$ cat config.mk
export PLATFORM = sky130hd
export DESIGN_NAME = lsp_symbol_path
export DESIGN_NICKNAME = d
export VERILOG_FILES = /design/src/logic/lsp_pkg.sv /design/src/logic/lsp_symbol_path.sv
export VERILOG_INCLUDE_DIRS = /design/src /design/src/logic
export SDC_FILE = /design/constraint.sdc
export NUM_CORES = 1
export LEC_CHECK = 0
export BUFFER_PORTS_ARGS = -buffer_cell sky130_fd_sc_hd__clkbuf_2
export CORE_UTILIZATION = 50
export CTS_BUF_LIST = sky130_fd_sc_hd__clkbuf_8
export CTS_CLUSTER_SIZE = 30
export DETAILED_ROUTE_END_ITERATION = 10
export PLACE_DENSITY = 0.66
export SYNTH_ARGS = -nofsm -noshare
export SYNTH_HDL_FRONTEND = slang
export SYNTH_HIERARCHICAL = 1
export SYNTH_SLANG_ARGS = --single-unit
$ cat constraint.sdc
create_clock -name clk_in -period 10.41 [get_ports clk_in]
set_clock_uncertainty 0.1 [all_clocks]
set_input_delay 2.082 -clock clk_in [delete_from_list [all_inputs] [get_ports clk_in]]
set_output_delay 2.082 -clock clk_in [all_outputs]
set_load 0.05 [all_outputs]
$ cat src/logic/lsp_cfg.svh
/*
 * Constants for the link symbol path: control codes, marker numbers,
 * scrambler seed and clock-compensation windows.
 * Assumes it is included by bare name from the package and design file.
 */
`ifndef LSP_CFG_SVH
`define LSP_CFG_SVH

`define LSP_LANES          4
`define LSP_IDLE_SYM       8'h00
`define LSP_K_COM          8'hBC
`define LSP_K_EDB          8'h7C
`define LSP_K_SDP          8'hDC
`define LSP_K_EPF          8'hF7
`define LSP_K_SHP          8'hFB
`define LSP_K_END          8'hFD
`define LSP_K_SKP          8'h3C
`define LSP_MK_COM         3'h0
`define LSP_MK_EDB         3'h1
`define LSP_MK_SDP         3'h2
`define LSP_MK_EPF         3'h3
`define LSP_MK_SHP         3'h4
`define LSP_MK_END         3'h5
`define LSP_MK_SKP         3'h7
`define LSP_LFSR_SEED      16'hFFFF
`define LSP_SKP_WIN_X1     11'h588
`define LSP_SKP_WIN_X2     11'h2C4
`define LSP_SKP_WIN_X4     11'h162
`define LSP_SKP_SETS_X1    3'h4
`define LSP_SKP_SETS_X2    3'h2
`define LSP_SKP_SETS_X4    3'h1
`define LSP_RX_GAP_X1      11'h588
`define LSP_RX_GAP_X2      11'h2C4
`define LSP_RX_GAP_X4      11'h162

`endif

$ cat src/logic/lsp_pkg.sv
/*
 * Types for the link symbol path.
 * Assumes lsp_cfg.svh sits in the include path.
 */
`include "lsp_cfg.svh"

package lsp_pkg;
    typedef enum logic [1:0] {
        LSP_WIDTH_X1 = 2'h0,
        LSP_WIDTH_X2 = 2'h1,
        LSP_WIDTH_X4 = 2'h2
    } lsp_width_t;

    typedef enum logic [1:0] {
        LSP_TX_IDLE = 2'h0,
        LSP_TX_PKT  = 2'h1,
        LSP_TX_SKP1 = 2'h3,
        LSP_TX_SKP2 = 2'h2
    } lsp_tx_state_t;
endpackage : lsp_pkg

$ cat src/logic/lsp_symbol_path.sv
/*
 * Four-lane link symbol path, transmit and receive:
 * idle fill, SKP scheduling, markers, scrambling, SKP removal.
 * Assumes a symbol clock, 8b10b in the PHY, and
 * lane words with a K flag per lane from above.
 */
`timescale 1ns/1ps
`include "lsp_cfg.svh"

module lsp_symbol_path (
    input  wire logic                clk_in,
    input  wire logic                rst_b_in,
    input  wire logic                ce_in,
    input  wire logic [1:0]          link_width_in,
    input  wire logic                hs_burst_in,
    input  wire logic                scramble_off_in,
    input  wire logic                tx_pkt_valid_in,
    input  wire logic                tx_pkt_last_in,
    input  wire logic [31:0]         tx_pkt_data_in,
    input  wire logic [3:0]          tx_pkt_k_in,
    input  wire logic [3:0]          tx_pkt_lanes_in,
    output logic                     tx_pkt_ready_out,
    output logic                     tx_protocol_data_ready_out,
    output logic [31:0]              tx_sym_out,
    output logic [3:0]               tx_marker_valid_out,
    output logic [11:0]              tx_marker_out,
    input  wire logic                tx_phy_input_ready_in,
    input  wire logic [31:0]         rx_sym_in,
    input  wire logic [3:0]          rx_marker_valid_in,
    input  wire logic [11:0]         rx_marker_in,
    input  wire logic [3:0]          rx_lane_valid_in,
    input  wire logic [3:0]          rx_decode_err_in,
    output logic [31:0]              rx_data_out,
    output logic [3:0]               rx_k_out,
    output logic [3:0]               rx_valid_out,
    output logic [3:0]               rx_decode_err_out,
    output logic [3:0]               rx_skp_starve_out
);
    lsp_pkg::lsp_tx_state_t tx_state_q;
    lsp_pkg::lsp_tx_state_t tx_state_d;
    logic [10:0] z_q;
    logic [10:0] z_d;
    logic [2:0]  skp_owed_q;
    logic [2:0]  skp_owed_d;
    logic        burst_q;
    logic [2:0]  lanes_n;
    logic [10:0] skp_win;
    logic [2:0]  skp_sets;
    logic [10:0] skp_period;
    logic        burst_entry;
    logic        scr_en;
    logic [3:0]  lane_on;
    logic [31:0] tx_pre_sym;
    logic [3:0]  tx_pre_k;

    // Lane count and per-width SKP window; period spreads sets evenly
    assign lanes_n  = (link_width_in == 2'h0) ? 3'h1 :
                      (link_width_in == 2'h1) ? 3'h2 : 3'h4;
    assign skp_win  = (link_width_in == 2'h0) ? `LSP_SKP_WIN_X1 :
                      (link_width_in == 2'h1) ? `LSP_SKP_WIN_X2 :
                                                `LSP_SKP_WIN_X4;
    assign skp_sets = (link_width_in == 2'h0) ? `LSP_SKP_SETS_X1 :
                      (link_width_in == 2'h1) ? `LSP_SKP_SETS_X2 :
                                                `LSP_SKP_SETS_X4;
    // Schedule at half the per-set spacing so a maximum packet still fits
    assign skp_period  = (skp_win / {8'h00, skp_sets}) >> 1;
    assign lane_on     = (link_width_in == 2'h0) ? 4'h1 :
                         (link_width_in == 2'h1) ? 4'h3 : 4'hF;
    assign burst_entry = hs_burst_in && !burst_q;
    assign scr_en      = hs_burst_in && !scramble_off_in;

    // Packet data flows in the packet state and in idle with no SKP owed; SKP waits for the boundary
    assign tx_pkt_ready_out =
        hs_burst_in && (tx_state_q == lsp_pkg::LSP_TX_PKT ||
                        (tx_state_q == lsp_pkg::LSP_TX_IDLE &&
                         skp_owed_q == 3'h0));
    assign tx_protocol_data_ready_out = hs_burst_in;

    // Transmit sequencing: idle, packet, then owed SKP pairs on the enabled lanes
    always_comb begin
        tx_state_d = tx_state_q;
        skp_owed_d = skp_owed_q;
        z_d        = z_q;
        if (burst_entry) begin
            z_d        = 11'h000;
            skp_owed_d = 3'h0;
            tx_state_d = lsp_pkg::LSP_TX_IDLE;
        end else if (!hs_burst_in) begin
            tx_state_d = lsp_pkg::LSP_TX_IDLE;
        end else begin
            case (tx_state_q)
                lsp_pkg::LSP_TX_IDLE: begin
                    if (skp_owed_q != 3'h0) begin
                        tx_state_d = lsp_pkg::LSP_TX_SKP1;
                    end else if (tx_pkt_valid_in && !tx_pkt_last_in) begin
                        tx_state_d = lsp_pkg::LSP_TX_PKT;
                    end
                end
                lsp_pkg::LSP_TX_PKT: begin
                    if (tx_pkt_valid_in && tx_pkt_last_in) begin
                        tx_state_d = lsp_pkg::LSP_TX_IDLE;
                    end
                end
                lsp_pkg::LSP_TX_SKP1: begin
                    tx_state_d = lsp_pkg::LSP_TX_SKP2;
                end
                lsp_pkg::LSP_TX_SKP2: begin
                    skp_owed_d = skp_owed_q - 3'h1;
                    z_d        = 11'h000;
                    tx_state_d = lsp_pkg::LSP_TX_IDLE;
                end
                default: begin
                    tx_state_d = lsp_pkg::LSP_TX_IDLE;
                end
            endcase
            // Z counts per-lane symbols; fraction kept by not dividing early
            if (tx_state_q != lsp_pkg::LSP_TX_SKP1 &&
                tx_state_q != lsp_pkg::LSP_TX_SKP2) begin
                if (z_q + 11'h001 >= skp_period) begin
                    z_d = 11'h000;
                    if (skp_owed_d != 3'h7) begin
                        skp_owed_d = skp_owed_d + 3'h1;
                    end
                end else begin
                    z_d = z_q + 11'h001;
                end
            end
        end
    end

    // Lane words before scrambling: idle fill, packet bytes or SKP
    always_comb begin
        tx_pre_sym = {4{`LSP_IDLE_SYM}};
        tx_pre_k   = 4'h0;
        if (tx_state_q == lsp_pkg::LSP_TX_SKP1 ||
            tx_state_q == lsp_pkg::LSP_TX_SKP2) begin
            tx_pre_sym = {4{`LSP_K_SKP}};
            tx_pre_k   = lane_on;
        end else if (tx_pkt_ready_out && tx_pkt_valid_in) begin
            for (int i = 0; i < 4; i++) begin
                // Lanes a short last word leaves empty keep idle
                if (tx_pkt_lanes_in[i]) begin
                    tx_pre_sym[8*i +: 8] = tx_pkt_data_in[8*i +: 8];
                    tx_pre_k[i]          = tx_pkt_k_in[i];
                end
            end
        end
    end

    always_ff @(posedge clk_in or negedge rst_b_in) begin
        if (!rst_b_in) begin
            tx_state_q <= lsp_pkg::LSP_TX_IDLE;
            z_q        <= 11'h000;
            skp_owed_q <= 3'h0;
            burst_q    <= 1'b0;
        end else if (ce_in && tx_phy_input_ready_in) begin
            tx_state_q <= tx_state_d;
            z_q        <= z_d;
            skp_owed_q <= skp_owed_d;
            burst_q    <= hs_burst_in;
        end
    end

    // One lane slice per lane; the receive slice also strips SKP sets
    genvar g;
    generate
        for (g = 0; g < `LSP_LANES; g++) begin : g_lane
            lsp_lane u_lane (
                .clk_in           (clk_in),
                .rst_b_in         (rst_b_in),
                .ce_in            (ce_in),
                .lane_en_in       (lane_on[g]),
                .scr_en_in        (scr_en),
                .lanes_n_in       (lanes_n),
                .tx_adv_in        (ce_in && tx_phy_input_ready_in && hs_burst_in),
                .tx_sym_in        (tx_pre_sym[8*g +: 8]),
                .tx_k_in          (tx_pre_k[g]),
                .tx_sym_out       (tx_sym_out[8*g +: 8]),
                .tx_mk_valid_out  (tx_marker_valid_out[g]),
                .tx_mk_out        (tx_marker_out[3*g +: 3]),
                .rx_valid_in      (rx_lane_valid_in[g]),
                .rx_sym_in        (rx_sym_in[8*g +: 8]),
                .rx_mk_valid_in   (rx_marker_valid_in[g]),
                .rx_mk_in         (rx_marker_in[3*g +: 3]),
                .rx_err_in        (rx_decode_err_in[g]),
                .rx_data_out      (rx_data_out[8*g +: 8]),
                .rx_k_out         (rx_k_out[g]),
                .rx_valid_out     (rx_valid_out[g]),
                .rx_err_out       (rx_decode_err_out[g]),
                .rx_starve_out    (rx_skp_starve_out[g])
            );
        end
    endgenerate
endmodule : lsp_symbol_path

// Single lane: marker mapping, scrambler, descrambler, SKP removal
module lsp_lane (
    input  wire logic        clk_in,
    input  wire logic        rst_b_in,
    input  wire logic        ce_in,
    input  wire logic        lane_en_in,
    input  wire logic        scr_en_in,
    input  wire logic [2:0]  lanes_n_in,
    input  wire logic        tx_adv_in,
    input  wire logic [7:0]  tx_sym_in,
    input  wire logic        tx_k_in,
    output logic [7:0]       tx_sym_out,
    output logic             tx_mk_valid_out,
    output logic [2:0]       tx_mk_out,
    input  wire logic        rx_valid_in,
    input  wire logic [7:0]  rx_sym_in,
    input  wire logic        rx_mk_valid_in,
    input  wire logic [2:0]  rx_mk_in,
    input  wire logic        rx_err_in,
    output logic [7:0]       rx_data_out,
    output logic             rx_k_out,
    output logic             rx_valid_out,
    output logic             rx_err_out,
    output logic             rx_starve_out
);
    logic [15:0] tx_lfsr_q;
    logic [15:0] rx_lfsr_q;
    logic [10:0] rx_gap_q;
    logic [10:0] rx_gap_lim;
    logic [7:0]  tx_key;
    logic [7:0]  rx_key;
    logic [15:0] tx_next;
    logic [15:0] rx_next;
    logic [2:0]  tx_mk;
    logic [7:0]  rx_kcode;
    logic        tx_is_skp;
    logic        rx_is_skp;
    logic        tx_is_com;
    logic        rx_is_com;

    // Eight serial shifts of X16+X5+X4+X3+1; key taken from the high bits
    function automatic logic [15:0] lsp_adv8(input logic [15:0] s);
        logic [15:0] v;
        v = s;
        for (int i = 0; i < 8; i++) begin
            v = {v[14:0], 1'b0} ^ (v[15] ? 16'h0039 : 16'h0000);
        end
        return v;
    endfunction : lsp_adv8

    function automatic logic [7:0] lsp_key(input logic [15:0] s);
        logic [7:0] k;
        k = 8'h00;
        for (int i = 0; i < 8; i++) begin
            k[i] = s[15 - i];
        end
        return k;
    endfunction : lsp_key

    assign tx_next   = lsp_adv8(tx_lfsr_q);
    assign rx_next   = lsp_adv8(rx_lfsr_q);
    assign tx_key    = scr_en_in ? lsp_key(tx_lfsr_q) : 8'h00;
    assign rx_key    = scr_en_in ? lsp_key(rx_lfsr_q) : 8'h00;
    assign tx_is_skp = tx_k_in && tx_sym_in == `LSP_K_SKP;
    assign tx_is_com = tx_k_in && tx_sym_in == `LSP_K_COM;
    assign rx_is_skp = rx_mk_valid_in && rx_mk_in == `LSP_MK_SKP;
    assign rx_is_com = rx_mk_valid_in && rx_mk_in == `LSP_MK_COM;
    assign rx_gap_lim = (lanes_n_in == 3'h1) ? `LSP_RX_GAP_X1 :
                        (lanes_n_in == 3'h2) ? `LSP_RX_GAP_X2 :
                                               `LSP_RX_GAP_X4;

    // K codes to PHY markers and back; SKP travels as the filler marker
    assign tx_mk = (tx_sym_in == `LSP_K_COM) ? `LSP_MK_COM :
                   (tx_sym_in == `LSP_K_EDB) ? `LSP_MK_EDB :
                   (tx_sym_in == `LSP_K_SDP) ? `LSP_MK_SDP :
                   (tx_sym_in == `LSP_K_EPF) ? `LSP_MK_EPF :
                   (tx_sym_in == `LSP_K_SHP) ? `LSP_MK_SHP :
                   (tx_sym_in == `LSP_K_END) ? `LSP_MK_END : `LSP_MK_SKP;
    assign rx_kcode = (rx_mk_in == `LSP_MK_COM) ? `LSP_K_COM :
                      (rx_mk_in == `LSP_MK_EDB) ? `LSP_K_EDB :
                      (rx_mk_in == `LSP_MK_SDP) ? `LSP_K_SDP :
                      (rx_mk_in == `LSP_MK_EPF) ? `LSP_K_EPF :
                      (rx_mk_in == `LSP_MK_SHP) ? `LSP_K_SHP : `LSP_K_END;

    // Transmit register and scrambler; data outputs come from flops
    always_ff @(posedge clk_in or negedge rst_b_in) begin
        if (!rst_b_in) begin
            tx_lfsr_q       <= `LSP_LFSR_SEED;
            tx_sym_out      <= 8'h00;
            tx_mk_valid_out <= 1'b0;
            tx_mk_out       <= 3'h0;
        end else if (tx_adv_in) begin
            tx_sym_out      <= tx_k_in ? tx_sym_in : tx_sym_in ^ tx_key;
            tx_mk_valid_out <= tx_k_in && lane_en_in;
            tx_mk_out       <= tx_mk;
            if (tx_is_com) begin
                tx_lfsr_q <= `LSP_LFSR_SEED;
            end else if (!tx_is_skp) begin
                tx_lfsr_q <= tx_next;
            end
        end
    end

    // Receive: descramble, drop SKP, flag errors and overlong SKP gaps
    always_ff @(posedge clk_in or negedge rst_b_in) begin
        if (!rst_b_in) begin
            rx_lfsr_q     <= `LSP_LFSR_SEED;
            rx_data_out   <= 8'h00;
            rx_k_out      <= 1'b0;
            rx_valid_out  <= 1'b0;
            rx_err_out    <= 1'b0;
            rx_gap_q      <= 11'h000;
            rx_starve_out <= 1'b0;
        end else if (ce_in) begin
            rx_valid_out <= rx_valid_in && lane_en_in && !rx_is_skp;
            rx_err_out   <= rx_valid_in && rx_err_in;
            rx_k_out     <= rx_mk_valid_in;
            rx_data_out  <= rx_mk_valid_in ? rx_kcode : rx_sym_in ^ rx_key;
            if (rx_valid_in) begin
                if (rx_is_com) begin
                    rx_lfsr_q <= `LSP_LFSR_SEED;
                end else if (!rx_is_skp) begin
                    rx_lfsr_q <= rx_next;
                end
                // Gap counter only reports; data keeps flowing past the limit
                if (rx_is_skp) begin
                    rx_gap_q      <= 11'h000;
                    rx_starve_out <= 1'b0;
                end else if (rx_gap_q != 11'h7FF) begin
                    rx_gap_q      <= rx_gap_q + 11'h001;
                    rx_starve_out <= rx_gap_q >= rx_gap_lim;
                end
            end
        end
    end
endmodule : lsp_lane

Word level (Yosys, flattened, before mapping)
Index checks and enable logic that the tools add are counted.

cells by class
  $add $sub $neg = 7
  multipliers = 0
  div/mod/pow operators = 1
  $lt $le $gt $ge = 5
  eq/ne operators = 71
  shift-type cells = 0
  muxes and demuxes = 197
  bitwise operators = 72
  reductions and logical operators = 80

operators by type and width
  operator                                                          count
  16-bit bitwise XOR                                                64
  6-bit 2-to-1 mux                                                  64
  8-bit 2-to-1 mux                                                  36
  16-bit 2-to-1 mux                                                 16
  11-bit 2-to-1 mux                                                 15
  8-bit == test (second input constant)                             20
  3-bit 2-to-1 mux                                                  35
  32-bit 2-to-1 mux                                                 2
  8-bit bitwise XOR                                                 8
  11-bit by 1-bit adder with 11-bit output (second input constant)  5
  11-bit >= comparator                                              4
  11-bit != test (second input constant)                            4
  1-bit logical AND                                                 42
  8-bit by 6-bit == test with 1-bit output (second input constant)  4
  8-bit by 7-bit == test with 1-bit output (second input constant)  4
  3-bit AND reduction                                               10
  3-bit by 2-bit == test with 1-bit output (second input constant)  9
  3-bit == test (second input constant)                             8
  10-bit 2-to-1 mux                                                 2
  2-bit 2-to-1 mux                                                  10
  2-bit != test (second input constant)                             10
  4-bit 2-to-1 mux                                                  4
  3-bit by 1-bit == test with 1-bit output (second input constant)  5
  3-bit zero test                                                   5
  other kinds (17)                                                  47

storage, ports and cells
  bits in registers = 285
  bits in latches = 0
  memory bits (writable) = 0
  memory bits (read-only) = 0
  output and inout port bits = 98
  logic and storage cells = 481
  memories kept = 0

Longest topological paths before layout
  depth after elaboration = 18
  depth in mapped cells = 20
  depth with buffers taken out = 17

By module
Netlist, hierarchy kept.

modules (own cells, without submodules)
  module                            instances  cells an instance  area an instance (sq um)
  lsp_lane at g_lane[1].u_lane ...  3          410                3816.2
  lsp_lane at g_lane[0].u_lane      1          403                3831.2
  lsp_symbol_path                   1          309                2175.8

Worst setup path before layout
No wires, ideal clock.

  path kind = input to register
  from = in link_width_in[1]
  to = reg skp_owed_q[0]
  setup time = 0.087 ns
  arrival = 5.654 ns
  path slack = 4.569 ns
  stages on the path = 20
  path buffers = 3
  cells stage by stage = clkbuf_1 nor2b_1 inv_1 ha_1 buf_6 o21bai_1 a311o_1 and2_1 buf_6 o21ai_0 nor2_1 ha_1 nand2_1 nand2_1 nor4_1 nand3_1 o21ai_1 a211oi_2 or3_1 o211ai_1

on the way
  word-level cells in the longest chain between the ends = 9

ends and longest elaborated chain
  item                                                                           line                                          RTL
  start: declaration                                                             lsp_symbol_path.sv:14                         input wire logic [1:0] link_width_in,
  2-bit by 1-bit == test with 1-bit output                                       lsp_symbol_path.sv:60, lsp_symbol_path.sv:63
  10-bit 2-to-1 mux (no source line) / 2-bit 2-to-1 mux (equally long branches)  n/a
  11-bit 2-to-1 mux (no source line) / 3-bit 2-to-1 mux (equally long branches)  n/a
  11-bit by 3-bit divider with 11-bit output *                                   lsp_symbol_path.sv:66                         assign skp_period = (skp_win / {8'h00, skp_sets}) >> 1;
  11-bit by 10-bit >= comparator with 1-bit output *                             lsp_symbol_path.sv:119                        if (z_q + 11'h001 >= skp_period) begin
  3-bit 2-to-1 mux *                                                             lsp_symbol_path.sv:119
  3-bit 2-to-1 mux *                                                             lsp_symbol_path.sv:117                        if (tx_state_q != lsp_pkg::LSP_TX_SKP1 &&
  3-bit 2-to-1 mux *                                                             lsp_symbol_path.sv:88                         end else if (!hs_burst_in) begin
  3-bit 2-to-1 mux *                                                             lsp_symbol_path.sv:84                         if (burst_entry) begin
  end signal: assignment                                                         lsp_symbol_path.sv:159                        skp_owed_q <= skp_owed_d;
  end: declaration                                                               lsp_symbol_path.sv:43                         logic [2:0] skp_owed_q;

Mark *: on every way between the ends. The rest lies on a longest branch, timed or not. The select of a mux whose other input is x is not followed.
A chain may end at the register's enable or synchronous reset.

Worst setup path after layout
  from = in link_width_in[1]
  to = reg z_q[6]

on the way
  word-level cells in the longest chain between the ends = 9

ends and longest elaborated chain
  item                                                                           line                                          RTL
  2-bit by 1-bit == test with 1-bit output                                       lsp_symbol_path.sv:60, lsp_symbol_path.sv:63
  10-bit 2-to-1 mux (no source line) / 2-bit 2-to-1 mux (equally long branches)  n/a
  11-bit 2-to-1 mux (no source line) / 3-bit 2-to-1 mux (equally long branches)  n/a
  11-bit by 3-bit divider with 11-bit output *                                   lsp_symbol_path.sv:66
  11-bit by 10-bit >= comparator with 1-bit output *                             lsp_symbol_path.sv:119
  11-bit 2-to-1 mux *                                                            lsp_symbol_path.sv:119
  11-bit 2-to-1 mux *                                                            lsp_symbol_path.sv:117
  11-bit 2-to-1 mux *                                                            lsp_symbol_path.sv:88
  11-bit 2-to-1 mux *                                                            lsp_symbol_path.sv:84
  end signal: assignment                                                         lsp_symbol_path.sv:158                        z_q <= z_d;
  end: declaration                                                               lsp_symbol_path.sv:41                         logic [10:0] z_q;

Marked as above.

==> metrics.txt <==
# TYPE chip_impl_metric gauge
chip_impl_info{name="hold_path.class",value="reg -> reg"} 1
chip_impl_metric{name="ioPinCount",unit=""} 204
chip_impl_metric{name="p_leak",unit="nW"} 8.606
chip_impl_metric{name="timing.critical_path.required",unit="ns"} 10.87
chip_impl_metric{name="timing_worst_slew_pin_value",unit="ns"} 1.228
chip_impl_metric{name="hpwl",unit="mm"} 27.88
chip_impl_metric{name="finalSetupViolations",unit=""} 0
chip_impl_metric{name="die_w",unit="µm"} 188.8
chip_impl_metric{name="number_of_search_and_repair_iterations_in_the_first_detailed_routing_pass",unit=""} 5
chip_impl_metric{name="cts.sink_count",unit=""} 285
chip_impl_metric{name="ratio_of_cells_with_drive_above_1_in_the_final_layout",unit="%"} 23.33
chip_impl_metric{name="area_enclosed_by_the_die_boundary",unit="µm²"} 35660
chip_impl_metric{name="antenna_nets_post_route",unit=""} 0
chip_impl_info{name="end_kind",value="flop"} 1
chip_impl_info{name="timing.critical_path.cells",value="clkbuf_2 -> nor2b_1 -> inv_1 -> ha_1 -> o21bai_1 -> a311o_1 -> and2_1 -> o21ai_0 -> nor2_1 -> ha_1 -> nand2_1 -> nand2_1 -> nor4_1 -> nand3_1 -> o21ai_1 -> a21oi_4 -> nor4b_1 -> a221o_1"} 1
chip_impl_metric{name="cts_max_level",unit=""} 2
chip_impl_metric{name="worstPathBufferInverterCount",unit=""} 2
chip_impl_metric{name="critPathMaxFanout",unit=""} 25
chip_impl_metric{name="final-hold-violation-count",unit=""} 0
chip_impl_metric{name="max-vdd-ir-drop",unit="mV"} 0.1657
chip_impl_metric{name="total_power_per_unit_cell_area",unit="nW/µm²"} 249.6
chip_impl_metric{name="first_pass_grt_wire_length",unit="mm"} 67.54
chip_impl_info{name="worst_r2r_endpoint",value="g_lane[0].u_lane/tx_lfsr_q[3]"} 1
chip_impl_info{name="critical_path.reg2reg.startpoint",value="tx_state_q[1]"} 1
chip_impl_metric{name="clk_pin_slew_worst_paths",unit="ns"} 0.06
chip_impl_metric{name="cp_slowest_stage_delay",unit="ns"} 0.44
chip_impl_metric{name="yosysWarnings",unit=""} 6
chip_impl_metric{name="io_buffer_count",unit=""} 203
chip_impl_metric{name="detailroute.via_count",unit=""} 13940
chip_impl_metric{name="wl",unit="mm"} 40.62
chip_impl_info{name="timing.setup.critical_path_class",value="in -> reg"} 1
chip_impl_metric{name="fp.coreArea",unit="µm²"} 34460
chip_impl_info{name="startpoint_of_the_lowest_slack_hold_path",value="g_lane[2].u_lane/tx_lfsr_q[6]"} 1
chip_impl_metric{name="synthCells",unit=""} 1942
chip_impl_metric{name="layout_min_cycle_time",unit="ns"} 5.980
chip_impl_info{name="cp_slowest_cell",value="sky130_fd_sc_hd__ha_1"} 1
chip_impl_metric{name="setup_tns",unit="ns"} 0
chip_impl_info{name="outcome",value="completed"} 1
chip_impl_metric{name="holdPathStages",unit=""} 1
chip_impl_metric{name="routedWlPerCell",unit="µm"} 15.79
chip_impl_metric{name="insertedDiodeCount",unit=""} 0
chip_impl_metric{name="part_of_the_cycle_the_worst_path_needs",unit="%"} 57.44
chip_impl_metric{name="slew_viol_final",unit=""} 0
chip_impl_info{name="clock-root-buffer",value="sky130_fd_sc_hd__clkbuf_8"} 1
chip_impl_metric{name="viasPerCell",unit=""} 5.421
chip_impl_metric{name="yosys_register_bits",unit=""} 285
chip_impl_metric{name="grt_util_all_layers",unit="%"} 23.06
chip_impl_info{name="setup_repair_after_global_routing_missed_its_margin",value="no"} 1
chip_impl_metric{name="cts_repair_resize_count",unit=""} 0
chip_impl_metric{name="synth_area_per_cell",unit="µm²"} 8.988
chip_impl_metric{name="post_cts_hold_buffer_count",unit=""} 0
chip_impl_metric{name="routabilityCongestion",unit=""} 0.8997
chip_impl_metric{name="drc_errors",unit=""} 0
chip_impl_metric{name="cts-buffers-inserted",unit=""} 52
chip_impl_info{name="synth_flop_cell",value="sky130_fd_sc_hd__dfrtp_1"} 1
chip_impl_metric{name="max_slew_margin",unit="%"} 17.94
chip_impl_info{name="cts_tree",value="built"} 1
chip_impl_metric{name="maxClockFrequency",unit="GHz"} 0.1672
chip_impl_info{name="synth.most_common_cell",value="sky130_fd_sc_hd__nor2_1"} 1
chip_impl_metric{name="ys_types",unit=""} 80
chip_impl_metric{name="synth_largest_type_area_fraction",unit="%"} 22.51
chip_impl_metric{name="cts_setup_buffers",unit=""} 0
chip_impl_metric{name="reg2regPathDepth",unit=""} 9
chip_impl_metric{name="synth.yosys.seq_area_share",unit="%"} 41.77
chip_impl_metric{name="synth-edff-count",unit=""} 0
chip_impl_info{name="ys_top_cells_by_area",value="sky130_fd_sc_hd__dfrtp_1, sky130_fd_sc_hd__dfstp_2, sky130_fd_sc_hd__xnor2_1, sky130_fd_sc_hd__nor2_1, sky130_fd_sc_hd__nand2_1"} 1
chip_impl_info{name="top_cell_types_by_occurrence_after_synthesis",value="sky130_fd_sc_hd__nor2_1, sky130_fd_sc_hd__nand2_1, sky130_fd_sc_hd__a21oi_1"} 1
chip_impl_metric{name="clock_insertion_delay_worst_skew",unit="ns"} 0.63
chip_impl_info{name="cell_family_with_most_cp_delay",value="simple AND/OR/NAND/NOR gates"} 1
chip_impl_metric{name="floorplan.initialDensity",unit="%"} 50.66
chip_impl_metric{name="antenna_found_initial",unit=""} 0
chip_impl_metric{name="maximum_root_to_sink_buffer_count",unit=""} 3
chip_impl_metric{name="overflow",unit=""} 0
chip_impl_info{name="worst_hold_path.endpoint",value="g_lane[2].u_lane/tx_lfsr_q[14]"} 1
chip_impl_metric{name="floorplan.die.height",unit="µm"} 188.8
chip_impl_metric{name="worst_hold_slack",unit="ns"} 0.3997
chip_impl_metric{name="cp.arrival",unit="ns"} 6.44
chip_impl_metric{name="drv_cap",unit=""} 0
chip_impl_metric{name="num_rows",unit=""} 68
chip_impl_info{name="timing.critical_path.from",value="link_width_in[1]"} 1
chip_impl_metric{name="synth-async-reset-ratio",unit="%"} 100.0
chip_impl_metric{name="drt_iter0_markers",unit=""} 972
chip_impl_metric{name="worst_reg2reg_setup_slack",unit="ns"} 6.38
chip_impl_metric{name="first_global_vias",unit=""} 13430
chip_impl_info{name="worst_setup_path_start_kind",value="input pin"} 1
chip_impl_metric{name="grt_start_max_net_pins",unit=""} 177
chip_impl_metric{name="area.growth.synth_to_final",unit="%"} 12.52
chip_impl_info{name="area_leader_netlist",value="sky130_fd_sc_hd__dfrtp_1"} 1
chip_impl_metric{name="filler_cell_count",unit=""} 3107
chip_impl_metric{name="synthesis.area",unit="µm²"} 17460
chip_impl_metric{name="nets",unit=""} 2238
## cells by family after synthesis
group / Yosys count / share of synthesized area [%]
flops: 285 / 41.77
buf+inv: 210 / 5.190
other cells: 2 / 0.04302
compound gates: 454 / 17.17
mux: 23 / 1.455
xor+xnor: 243 / 12.19
simple gates: 667 / 18.01
fa+ha+maj: 58 / 4.157
## worst register-to-register path: cells and delay by family, from the launching register on
family                 cells  cell delay, ns
AO/OA/AOI/OAI              1            0.25
buffers and inverters      1            0.64
AND/OR/NAND/NOR            7            2.60
flip-flops                 1            0.37
## state kept, by name, indices dropped and copies added (netlist names)
signal                         cells
g_lane.u_lane/rx_data_out         32
g_lane.u_lane/rx_gap_q            44
g_lane.u_lane/rx_err_out           4
g_lane.u_lane/rx_starve_out        4
g_lane.u_lane/rx_valid_out         4
g_lane.u_lane/tx_lfsr_q           64
g_lane.u_lane/tx_sym_out          32
z_q                               11
g_lane.u_lane/tx_mk_out           12
g_lane.u_lane/tx_mk_valid_out      4
g_lane.u_lane/rx_k_out             4
tx_state_q                         2
g_lane.u_lane/rx_lfsr_q           64
skp_owed_q                         3
burst_q                            1
## how the worst max path moves through the flow
| stage | end | slack, ns | cells after the start |
|---|---|---|---|
| floorplan | skp_owed_q[0] | 4.57 | 20 |
| global placement | skp_owed_q[0] | 4.16 | 18 |
| detailed placement | skp_owed_q[0] | 3.91 | 18 |
| CTS | skp_owed_q[0] | 4.56 | 18 |
| global route | z_q[6] | 4.14 | 18 |
| finish | z_q[6] | 4.43 | 18 |
## metrics by stage
stage | setup WS, ns | area, µm² | cells | power (mW) | util (%)
6_report | 4.430 | 19640 | 2572 | 4.903 | 57.00
5_1_grt | 4.136 | 19640 | 2572 | 5.255 | 57.00
4_1_cts | 4.558 | 19640 | 2572 | 4.951 | 57.00
3_5_place_dp | 3.909 | 18520 | 2475 | 3.787 | 53.73
3_3_place_gp | 4.159 | 18520 | 2475 | 3.736 | 53.73
2_1_floorplan | 4.569 | 17460 | 1944 | 3.437 | -
## layout make-up
type,instances,area (µm²),share of cell area [%]
clock buffer,69,949.7,4.835
clock inverter,28,176.4,0.8982
inverter,75,282.8,1.440
multi-input combinational,1449,9273,47.21
sequential,285,7292,37.13
tap,455,569.3,2.898
timing repair buffer,211,1099,5.593
## power breakdown
part | internal (mW) | switching, mW | total (mW)
clock | 0.642 | 0.486 | 1.13
combinational | 0.848 | 0.960 | 1.81
sequential | 1.59 | 0.379 | 1.97
## cell usage in the layout, fill, tap and decap left out, types with 8 or more instances in the layout
master                       n
sky130_fd_sc_hd__o22a_1     62
sky130_fd_sc_hd__and2_1     17
sky130_fd_sc_hd__nand4_1    16
sky130_fd_sc_hd__ha_1       58
sky130_fd_sc_hd__nand2_1   217
sky130_fd_sc_hd__o31ai_1    10
sky130_fd_sc_hd__clkbuf_8   69
sky130_fd_sc_hd__nor4_1      8
sky130_fd_sc_hd__a31oi_1    13
sky130_fd_sc_hd__nand3_1    48
sky130_fd_sc_hd__clkinv_2    9
sky130_fd_sc_hd__nor3_1     14
sky130_fd_sc_hd__inv_1      88
sky130_fd_sc_hd__o21ai_0    95
sky130_fd_sc_hd__and3_1     30
sky130_fd_sc_hd__nor2b_1    15
sky130_fd_sc_hd__a21oi_1   158
sky130_fd_sc_hd__nor3b_1     9
sky130_fd_sc_hd__xnor2_1   153
sky130_fd_sc_hd__o211ai_1   16
sky130_fd_sc_hd__o221ai_1    9
sky130_fd_sc_hd__nand2b_1    8
sky130_fd_sc_hd__dfstp_2   128
sky130_fd_sc_hd__a22o_1     11
sky130_fd_sc_hd__xor2_1     90
sky130_fd_sc_hd__and4_1     10
sky130_fd_sc_hd__mux2_2     19
sky130_fd_sc_hd__o22ai_1     8
sky130_fd_sc_hd__dfrtp_1   157
sky130_fd_sc_hd__nor2_1    228
sky130_fd_sc_hd__clkbuf_2  201
## metal layers
| layer | global-route usage [%] | routed length (µm) |
|---|---|---|
| met4 | 6.607 | 724 |
| met3 | 4.489 | 1785 |
| met5 | 0 | 0 |
| met2 | 36.43 | 18680 |
| met1 | 32.10 | 19440 |
Note: power is estimated with default switching activity, not from simulation.
